**src/prc_regs.vh**
```
`ifndef PRC_REGS_VH
`define PRC_REGS_VH
`define PRC_ADDR_ACCESS_CTRL 8'h08
`define PRC_ADDR_SAMPLE_DATA 8'h09
`define PRC_ADDR_RX_OUT_CFG 8'h0a
`define PRC_ADDR_RX_EQ_CFG 8'h0b
`define PRC_ADDR_TX_SCALE 8'h07
`define PRC_RST_ACCESS_CTRL 8'h00
`define PRC_RST_SAMPLE_DATA 7'h00
`define PRC_RST_RX_OUT_CFG 5'h00
`define PRC_RST_EQUALIZER_ENABLE 1'h0
`define PRC_RST_LOS_SEL 5'h15
`define PRC_RST_SCALE 6'h21
`define PRC_BIT_TRIGGER 7
`define PRC_BIT_DIR 6
`define PRC_BIT_RX_OFF 4
`define PRC_BIT_RX_INV 3
`define PRC_BIT_CLK_EDGE 2
`define PRC_BIT_EQUALIZER_ENABLE 6
`define PRC_UI_MSB 5
`define PRC_UI_LSB 4
`define PRC_SAMP_MSB 3
`define PRC_SAMP_LSB 0
`define PRC_RX_CFG_MSB 4
`define PRC_LOS_MSB 4
`define PRC_SCALE_MSB 5
`define PRC_LOS_MAX 5'h0a
`define PRC_MODE_HDB3 2'h0
`define PRC_MODE_AMI 2'h1
`define PRC_MODE_DUAL 2'h2
`define PRC_MODE_SLICER 2'h3
`endif

```
**src/prc_config_regs.v**
```verilog
// Functional notes
// writing trigger one starts one indirect RAM access
// direction clear writes RAM, set reads
// two-bit unit interval index selects interval
// four-bit sample index selects sample
// indirect write stores data register amplitude
// indirect read returns amplitude into data register
// power-down bit drives receiver off, resets up
// polarity bit inverts rail outputs when set
// edge bit picks falling edge, ignored slicer
// modes 00/01 give decoded single-rail output
// modes 10/11 select dual-rail or raw slicer
// equalizer enable also arms loss thresholds
// loss threshold codes above 01010 are reserved
// six-bit scale factor for programmed pulses
// trigger self-clears when the access finishes
`timescale 1ns/1ps
`default_nettype none
`include "prc_regs.vh"
module prc_config_regs #(
    parameter UI_COUNT = 4,
    parameter SAMPLE_COUNT = 16,
    parameter AMP_W = 7
) (
    // clock, reset, enable
    input wire core_clk,
    input wire nrst,
    input wire clkEn,
    // host register port
    input wire [7:0] regAddr,
    input wire regWrEn,
    input wire [7:0] regWrData,
    input wire regRdEn,
    output reg [7:0] regRdData,
    // waveform generator read port
    input wire [5:0] genAddr,
    output reg [AMP_W-1:0] genAmplitude,
    output wire [5:0] pulse_amplitude_scale,
    // receive datapath controls
    output wire rxPowerDown,
    output wire rx_polarity_select,
    output wire rxFallingEdge,
    output wire [1:0] rx_decode_mode,
    output wire rxSingleRail,
    output wire rxSlicerBypass,
    output wire equalizer_enable,
    output wire losProgEnable,
    output wire [4:0] signal_loss_threshold_select,
    output wire losSelectValid
);
    localparam DEPTH = UI_COUNT * SAMPLE_COUNT;

    reg [AMP_W-1:0] ram [0:DEPTH-1];
    reg trigger_r;
    reg dir_r;
    reg [1:0] uiIdx_r;
    reg [3:0] sampIdx_r;
    reg [AMP_W-1:0] amp_r;
    reg [4:0] rxOut_r;
    reg eqOn_r;
    reg [4:0] losSel_r;
    reg [5:0] scale_r;
    wire [5:0] ramIdx;
    wire ctrlWr;
    wire dataWr;
    wire rxOutWr;
    wire eqWr;
    wire scaleWr;
    wire ramWrStb;
    wire [AMP_W-1:0] ramRdWord;

    // next values, settled before each enabled edge
    reg trigger_nxt;
    reg dir_nxt;
    reg [1:0] uiIdx_nxt;
    reg [3:0] sampIdx_nxt;
    reg [AMP_W-1:0] amp_nxt;
    reg [4:0] rxOut_nxt;
    reg eqOn_nxt;
    reg [4:0] losSel_nxt;
    reg [5:0] scale_nxt;
    reg [7:0] rdMux;

    // leftmost interval and sample sit at index zero
    assign ramIdx = {uiIdx_r, sampIdx_r};
    assign ctrlWr = regWrEn && (regAddr == `PRC_ADDR_ACCESS_CTRL);
    assign dataWr = regWrEn && (regAddr == `PRC_ADDR_SAMPLE_DATA);
    assign rxOutWr = regWrEn && (regAddr == `PRC_ADDR_RX_OUT_CFG);
    assign eqWr = regWrEn && (regAddr == `PRC_ADDR_RX_EQ_CFG);
    assign scaleWr = regWrEn && (regAddr == `PRC_ADDR_TX_SCALE);
    // the ram only writes in the completion cycle of a write access
    assign ramWrStb = trigger_r && !dir_r;
    assign ramRdWord = ram[ramIdx];

    // access control: a busy trigger refuses new control writes for one cycle
    always @* begin
        trigger_nxt = trigger_r;
        dir_nxt = dir_r;
        uiIdx_nxt = uiIdx_r;
        sampIdx_nxt = sampIdx_r;
        if (trigger_r) begin
            // access runs in the cycle after the trigger write
            trigger_nxt = 1'b0;
        end else if (ctrlWr) begin
            // control held during an access so the address stays stable
            trigger_nxt = regWrData[`PRC_BIT_TRIGGER];
            dir_nxt = regWrData[`PRC_BIT_DIR];
            uiIdx_nxt = regWrData[`PRC_UI_MSB:`PRC_UI_LSB];
            sampIdx_nxt = regWrData[`PRC_SAMP_MSB:`PRC_SAMP_LSB];
        end
    end

    // sample data: a read result wins over a host write in the same cycle
    always @* begin
        amp_nxt = amp_r;
        if (trigger_r && dir_r) begin
            amp_nxt = ramRdWord;
        end else if (dataWr) begin
            amp_nxt = regWrData[AMP_W-1:0];
        end
    end

    // receive and scale configuration, stored as written
    always @* begin
        rxOut_nxt = rxOut_r;
        eqOn_nxt = eqOn_r;
        losSel_nxt = losSel_r;
        scale_nxt = scale_r;
        if (rxOutWr) begin
            rxOut_nxt = regWrData[`PRC_RX_CFG_MSB:0];
        end
        if (eqWr) begin
            // reserved loss codes are kept so software reads back what it wrote
            eqOn_nxt = regWrData[`PRC_BIT_EQUALIZER_ENABLE];
            losSel_nxt = regWrData[`PRC_LOS_MSB:0];
        end
        if (scaleWr) begin
            scale_nxt = regWrData[`PRC_SCALE_MSB:0];
        end
    end

    always @(posedge core_clk or negedge nrst) begin
        if (!nrst) begin
            trigger_r <= 1'b0;
            dir_r <= 1'b0;
            uiIdx_r <= 2'h0;
            sampIdx_r <= 4'h0;
            amp_r <= `PRC_RST_SAMPLE_DATA;
            rxOut_r <= `PRC_RST_RX_OUT_CFG;
            eqOn_r <= `PRC_RST_EQUALIZER_ENABLE;
            losSel_r <= `PRC_RST_LOS_SEL;
            scale_r <= `PRC_RST_SCALE;
        end else if (clkEn) begin
            trigger_r <= trigger_nxt;
            dir_r <= dir_nxt;
            uiIdx_r <= uiIdx_nxt;
            sampIdx_r <= sampIdx_nxt;
            amp_r <= amp_nxt;
            rxOut_r <= rxOut_nxt;
            eqOn_r <= eqOn_nxt;
            losSel_r <= losSel_nxt;
            scale_r <= scale_nxt;
        end
    end

    // ram has no reset; contents are undefined until software loads them
    genvar gi;
    generate
        for (gi = 0; gi < DEPTH; gi = gi + 1) begin : gRam
            // each word decodes its own index, so at most one word is enabled
            localparam [5:0] ENTRY = gi;
            wire wrHit;
            assign wrHit = ramWrStb && (ramIdx == ENTRY);
            always @(posedge core_clk) begin
                if (clkEn && wrHit) begin
                    ram[gi] <= amp_r;
                end
            end
        end
    endgenerate

    always @(posedge core_clk or negedge nrst) begin
        if (!nrst) begin
            genAmplitude <= {AMP_W{1'b0}};
        end else if (clkEn) begin
            genAmplitude <= ram[genAddr];
        end
    end

    // read data is a flop so the host sees a stable byte until the next read
    always @* begin
        case (regAddr)
            `PRC_ADDR_ACCESS_CTRL: rdMux = {trigger_r, dir_r, uiIdx_r, sampIdx_r};
            `PRC_ADDR_SAMPLE_DATA: rdMux = {1'b0, amp_r};
            `PRC_ADDR_RX_OUT_CFG: rdMux = {3'h0, rxOut_r};
            `PRC_ADDR_RX_EQ_CFG: rdMux = {1'b0, eqOn_r, 1'b0, losSel_r};
            `PRC_ADDR_TX_SCALE: rdMux = {2'h0, scale_r};
            // reserved bits and unmapped addresses read as zero
            default: rdMux = 8'h00;
        endcase
    end

    always @(posedge core_clk or negedge nrst) begin
        if (!nrst) begin
            regRdData <= 8'h00;
        end else if (clkEn && regRdEn) begin
            regRdData <= rdMux;
        end
    end

    // receive controls are plain decodes of the stored bits
    assign rxPowerDown = rxOut_r[`PRC_BIT_RX_OFF];
    assign rx_polarity_select = rxOut_r[`PRC_BIT_RX_INV];
    assign rx_decode_mode = rxOut_r[1:0];
    assign rxSlicerBypass = (rxOut_r[1:0] == `PRC_MODE_SLICER);
    assign rxSingleRail = (rxOut_r[1:0] == `PRC_MODE_HDB3) || (rxOut_r[1:0] == `PRC_MODE_AMI);
    // edge choice is meaningless once clock recovery is bypassed
    assign rxFallingEdge = rxOut_r[`PRC_BIT_CLK_EDGE] && !rxSlicerBypass;
    assign equalizer_enable = eqOn_r;
    assign losProgEnable = eqOn_r && losSelectValid;
    assign signal_loss_threshold_select = losSel_r;
    assign losSelectValid = (losSel_r <= `PRC_LOS_MAX);
    assign pulse_amplitude_scale = scale_r;
endmodule // prc_config_regs
`default_nettype wire

```
**config.mk**
```make
export PLATFORM = sky130hd
export DESIGN_NAME = prc_config_regs
export DESIGN_NICKNAME = d
export VERILOG_FILES = /design/src/prc_config_regs.v
export VERILOG_INCLUDE_DIRS = /design/src /design/src/src
export SDC_FILE = /design/constraint.sdc
export NUM_CORES = 1
export LEC_CHECK = 0
export CAP_MARGIN = 20
export CORE_MARGIN = 4
export CORE_UTILIZATION = 41
export DETAILED_ROUTE_END_ITERATION = 8
export DONT_BUFFER_PORTS = 1
export GPL_ROUTABILITY_DRIVEN = 0
export PLACE_DENSITY_LB_ADDON = 0.25
export SKIP_CTS_REPAIR_TIMING = 1
export SYNTH_ARGS = -nofsm -noshare
export SYNTH_HDL_FRONTEND = slang
export SYNTH_SLANG_ARGS = --single-unit
export TNS_END_PERCENT = 20
```
**constraint.sdc**
```tcl
create_clock -name core_clk -period 3 [get_ports core_clk]
set_input_delay 0.15 -clock core_clk [delete_from_list [all_inputs] [get_ports core_clk]]
set_output_delay 0.15 -clock core_clk [all_outputs]
set_load 0.01 [all_outputs]
```
==> results.yml, run 1 <==
run_status:
  outcome: "complete, but fails checks"
  violations: "negative hold slack"
finish:
  fin_area_sq_mm: 0.0268
  nets: 1501
  final_cells: 2269
  area_growth_pct: 14.0
  drive_above_1_share_pct: 30.0
timing:
  setup_ws_ns: 0.247
  relSlewSlack_pct: 24.1
  timing.hold.ws_ns: -0.0209
  finalSetupViolCount: 0
  fin_tns_setup_ns: 0
  rsz0062_at_grt: "no"
  hold_viol_final: 2
  fin_crit_sh_pct: 91.8
  final_max_slew_viol_count: 0
  post-route-min-period_ns: 2.75
  skew_ns: 0.0315
  tightest_slew_ns: 1.14
  max_freq_mhz: 363
logic_synthesis:
  yosysSeqAreaShare_pct: 62.3
  ys.flop_type: "edfxtp_1"
  yosys.cell_types.count: 54
  synth_top_cell_by_area: "edfxtp_1"
  yosysMostFrequentCell: "edfxtp_1"
  synthTopCellsByArea: "edfxtp_1, mux4_2, mux2i_1"
  async_flop_share_pct: 9.49
  netlist_top_cells_count: "edfxtp_1, mux4_2, mux2i_1"
  syn_inst: 1374
  yosys_register_bits: 495
  synth_area_per_cell_sq_um: 17.1
  syn_nets: 1401
  synth_edf_count: 448
  synthesis.yosys.warnings: 0
  synth_top_area_share_pct: 57.3
  synth_area_sq_mm: 0.0235
hold_path:
  hp-class: "in -> reg"
  hold_depth: 3
  hold_start: "genAddr[4]"
  holdPathEnd: "genAmplitude[1]"
cts:
  htree_levels: 2
  clk_latency_ns: 0.62
  cts_tree: "yes"
  cts_buffers: 52
  cts_root_buf: "clkbuf_16"
  clkSinkCount: 495
  clk_pin_slew_worst_paths_ns: 0.06
  clk_path_buf_depth: 3
global_routing:
  grt_pass1_wl_mm: 102
  gr-usage-all-layers_pct: 23.5
  overflow: 0
  grt_max_degree: 113
  antenna_found_initial: 4
  grt_pass1_vias: 14211
power:
  p_leak_nw: 8.49
  peakVddDrop_v: 0.000446
  powerDensity_mw_per_mm2: 548
floorplan:
  num_io_pins: 63
  core_sq_mm: 0.0566
  fp.dieW_um: 247
  die_height_um: 247
  num_rows: 87
  start_util_pct: 41.5
  die_area_sq_mm: 0.0612
worst_setup_path:
  reg2reg_depth: 7
  max_stage_delay_ns: 0.61
  rrSetupSlack_ns: 0.25
  worstPathRequired_ns: 3.48
  worst_setup_path_start_kind: "flop"
  cp_max_fo: 28
  timing.rr.start: "sampIdx_r[0]"
  cp_cell_sequence: "buf_12, buf_12, mux4_2, mux2i_1, nor2_1, a311oi_2, a31oi_1"
  crit_arrival_ns: 3.23
  end_kind: "flop"
  crit_path_frequent_cell: "buf_12"
  crit_type: "reg -> reg"
  crit_path_top_delay_cell: "dfrtp_4"
  rr_endpoint: "amp_r[6]"
place:
  postPlaceCellArea_sq_mm: 0.0249
  placed_cells: 2157
  place_ws_ns: 0.0823
  hpwl_mm: 49.1
  port_buffers: 0
flow_run:
  maxCapViolCount: 0
route:
  ant_nets: 0
  drt_first_pass_iters: 5
  dr_wl_met3_mm: 7.73
  wire_per_inst_um: 32.1
  drt_iter0_drc: 1705
  drc: 0
  routed_via_density: 6.28
  num_vias: 14248
  top_layer: "met5"
  wl_met1_mm: 28.8
  routed-wl-met2_mm: 33.5
  routed_wl_mm: 72.9
-- how the worst max path moves through the flow --
stage | startpoint | to | slack [ns] | cells after the start
global placement | sampIdx_r[0] | amp_r[6] | 0.15 | 7
detailed placement | sampIdx_r[0] | amp_r[6] | 0.08 | 7
global route | sampIdx_r[0] | amp_r[5] | 0.12 | 8
CTS | sampIdx_r[0] | amp_r[6] | 0.07 | 7
floorplan | sampIdx_r[0] | ram[13][0] | 0.58 | 8
finish | sampIdx_r[0] | amp_r[6] | 0.25 | 7
-- placed cells by master, fill, tap and decap left out, types with 13 or more instances in the layout --
master         count
a22o_1            14
edfxtp_1         448
nor2_1            77
o21ai_0           17
clkbuf_16         54
nor2b_1           13
a22oi_1           38
mux2_2            55
nand2_1           54
mux2i_1          161
buf_4            124
nand3_1           35
dfrtp_1           32
mux4_2           168
a21oi_1           24
dlygate4sd3_1     18
-- layer usage --
layer / GRT usage (%) / vias up
met5: 0 / -
li1: - / 5843
met2: 36.5 / 774
met3: 7.42 / 147
met1: 31.4 / 7478
met4: 8.28 / 6
-- per-stage QoR --
step | power (W) | util [%]
CTS | 0.0147 | 46.9
finish | 0.0147 | 47.3
global route | 0.0151 | 47.3
global placement | 0.00847 | 44.1
floorplan | 0.00830 | -
detailed placement | 0.00847 | 44.1
-- where the power goes --
| group | switching, W | total [W] | internal, W |
|---|---|---|---|
| Sequential | 0.0000698 | 0.00761 | 0.00754 |
| Clock | 0.00268 | 0.00628 | 0.00360 |
| Combinational | 0.000432 | 0.000786 | 0.000354 |
-- area by class of cell --
class                   count  area, sq um
clock inverters            30          251
inverters                  11         41.3
diodes                      1         2.50
multi-input cells         766         8280
well taps                 756          946
clock buffers              62         1380
repair buffers            148         1240
fillers                  4801        29800
flip-flops and latches    495        14700
-- state kept, by name (all words and copies together), names as in the netlist --
name and flops:
regRdData 8, ram 448, pulse_amplitude_scale 6, genAmplitude 7, uiIdx_r 2, equalizer_enable 1, signal_loss_threshold_select 5, sampIdx_r 4
trigger_r 1, amp_r 7, dir_r 1, rxOut_r 5
-- worst max-delay path, delay by kind of cell, from the launching register on --
kind | cells | cell delay [ns]
AO/OA/AOI/OAI | 2 | 0.59
buffers and inverters | 2 | 0.50
flip-flops | 1 | 0.61
multiplexers | 2 | 0.72
AND/OR/NAND/NOR | 1 | 0.17
-- kinds of logic (layout without fill, tap and decap cells) --
kind of cell,count (synthesis),count (layout),share of synthesized area (%)
muxes,388,388,25.8
and+or+nand+nor,230,230,4.73
buffers and inverters,113,251,2.55
AOI/OAI and AO/OA,148,148,4.64
other,0,1,0
DFF,495,495,62.3
Power figures use the tool's default switching activity.
==> run 2: changes to the inputs <==
--- a/config.mk
+++ b/config.mk
@@ -12,6 +12,7 @@
 export DETAILED_ROUTE_END_ITERATION = 8
 export DONT_BUFFER_PORTS = 1
 export GPL_ROUTABILITY_DRIVEN = 0
+export GPL_TIMING_DRIVEN = 0
 export PLACE_DENSITY_LB_ADDON = 0.25
 export SKIP_CTS_REPAIR_TIMING = 1
 export SYNTH_ARGS = -nofsm -noshare
==> results.yml, run 2 (synthesized netlist as in run 1, its figures left out) <==
run_status:
  outcome: "complete, but fails checks"
  violations: "negative setup slack"
floorplan:
  num_rows: 87
  fp.dieW_um: 247
  die_height_um: 247
  die_area_sq_mm: 0.0612
  start_util_pct: 41.5
  num_io_pins: 63
  core_sq_mm: 0.0566
timing:
  fin_crit_sh_pct: 105
  tightest_slew_ns: 1.17
  skew_ns: 0.0242
  fin_tns_setup_ns: -1.75
  max_freq_mhz: 316
  hold_viol_final: 0
  finalSetupViolCount: 61
  rsz0062_at_grt: "yes"
  relSlewSlack_pct: 22.0
  final_max_slew_viol_count: 0
  post-route-min-period_ns: 3.16
  setup_ws_ns: -0.164
finish:
  fillers: 4813
  largest_reg_flops: 448
  final_cells: 2263
  nets: 1490
  top_regs: "ram (448), regRdData (8)"
  final_cell_mix: "edfxtp_1, mux4_2, mux2i_1"
  drive_above_1_share_pct: 32.0
  final_common_cell: "edfxtp_1"
  top_register: "ram"
  area_growth_pct: 15.6
power:
  sw_frac_of_total_pct: 22.7
  powerDensity_mw_per_mm2: 563
  p_leak_nw: 8.35
  power.share.sequential_pct: 49.9
  p_int_w: 0.0118
  power_frac_clock_pct: 43.7
  peakVddDrop_v: 0.000417
  p_comb_share_pct: 6.4
  power.switching_w: 0.00346
  power_w: 0.0153
place:
  port_buffers: 0
  placed_cells: 2137
  hpwl_mm: 57.3
flow_run:
  maxCapViolCount: 0
worst_setup_path:
  cp_max_fo: 10
  worstPathRequired_ns: 3.45
  end_kind: "flop"
  worst_setup_path_start_kind: "flop"
  crit_arrival_ns: 3.61
  crit_type: "reg -> reg"
  rrSetupSlack_ns: -0.16
global_routing:
  grt_pass1_wl_mm: 112
  grt_max_degree: 49
  grt_pass1_vias: 14543
  overflow: 0
  gr-usage-all-layers_pct: 26.2
  antenna_found_initial: 1
cts:
  cts_tree: "yes"
  clk_latency_ns: 0.61
  cts_root_buf: "clkbuf_16"
  cts_buffers: 52
  clk_path_buf_depth: 3
  htree_levels: 2
  clkSinkCount: 495
  clk_pin_slew_worst_paths_ns: 0.06
route:
  routed_via_density: 6.61
  routed_wl_mm: 81.2
  wire_per_inst_um: 35.9
  ant_nets: 0
  drt_iter0_drc: 2394
  num_vias: 14960
  drc: 0
  drt_first_pass_iters: 9
hold_path:
  hp-class: "in -> reg"
## run 2: changes by cell type in the layout (fill, tap and decap cells not counted), sizes merged
cell	delta
clkbuf	+44
diode	+1
clkinv	+1
buf	-57
bufinv	+4
dlygate4sd3	-2
clkinvlp	+3
## run 2: power groups by stage
| stage | Clock (W) | Combinational (W) | Sequential (W) |
|---|---|---|---|
| 2_1_floorplan | 0 | 0.000545 | 0.00775 |
| 3_3_place_gp | 0 | 0.000826 | 0.00783 |
| 3_5_place_dp | 0 | 0.000905 | 0.00777 |
| 4_1_cts | 0.00670 | 0.000908 | 0.00763 |
| 5_1_grt | 0.00702 | 0.00101 | 0.00763 |
| 6_report | 0.00667 | 0.000981 | 0.00763 |
## run 2: final cells by class
cell class / count / area [sq um] / area share [%]
flip-flops and latches: 495 / 14600 / 53.9
multi-input cells: 766 / 8700 / 32.0
clock buffers: 58 / 1350 / 4.95
well taps: 756 / 946 / 3.48
plain buffers: 101 / 594 / 2.19
repair buffers: 36 / 494 / 1.82
clock inverters: 38 / 390 / 1.44
inverters: 11 / 41.3 / 0.152
diodes: 2 / 5.00 / 0.0184
## run 2: critical path: stages (launching register included)
cell and delay (ns):
dfrtp_1 0.37, buf_2 0.30, nor2b_1 0.31, clkbuf_1 0.77
a22oi_1 0.35, a311oi_1 0.74, a31oi_1 0.17
## run 2: metal layers
layer	wire, um	track usage [%]
met5	0	0
met4	4050	10.9
met3	8720	6.35
met1	31400	35.5
met2	37100	40.8
## run 2: path summary, 6_finish.rpt
path | endpoint | start | cells past startpoint
hold reg to reg | regRdData[4] | regRdData[4] | 2
setup reg to reg | amp_r[6] | sampIdx_r[2] | 6
setup / recovery | amp_r[6] | sampIdx_r[2] | 6
max in group asynchronous | signal_loss_threshold_select[2] | nrst | 2
min in group asynchronous | sampIdx_r[0] | nrst | 2
hold / removal | rxOut_r[3] | regAddr[1] | 3
## run 2: metrics by stage
step,hold WS (ns),cell area [sq um],worst slack [ns],util (%)
floorplan,-0.146,23500,0.580,-
global placement,-0.144,24400,-0.945,43.2
detailed placement,-0.144,24600,-1.00,43.5
CTS,-0.790,26300,-1.01,46.5
global route,0.0349,27200,-0.0873,48.0
finish,0.0155,27200,-0.164,48.0
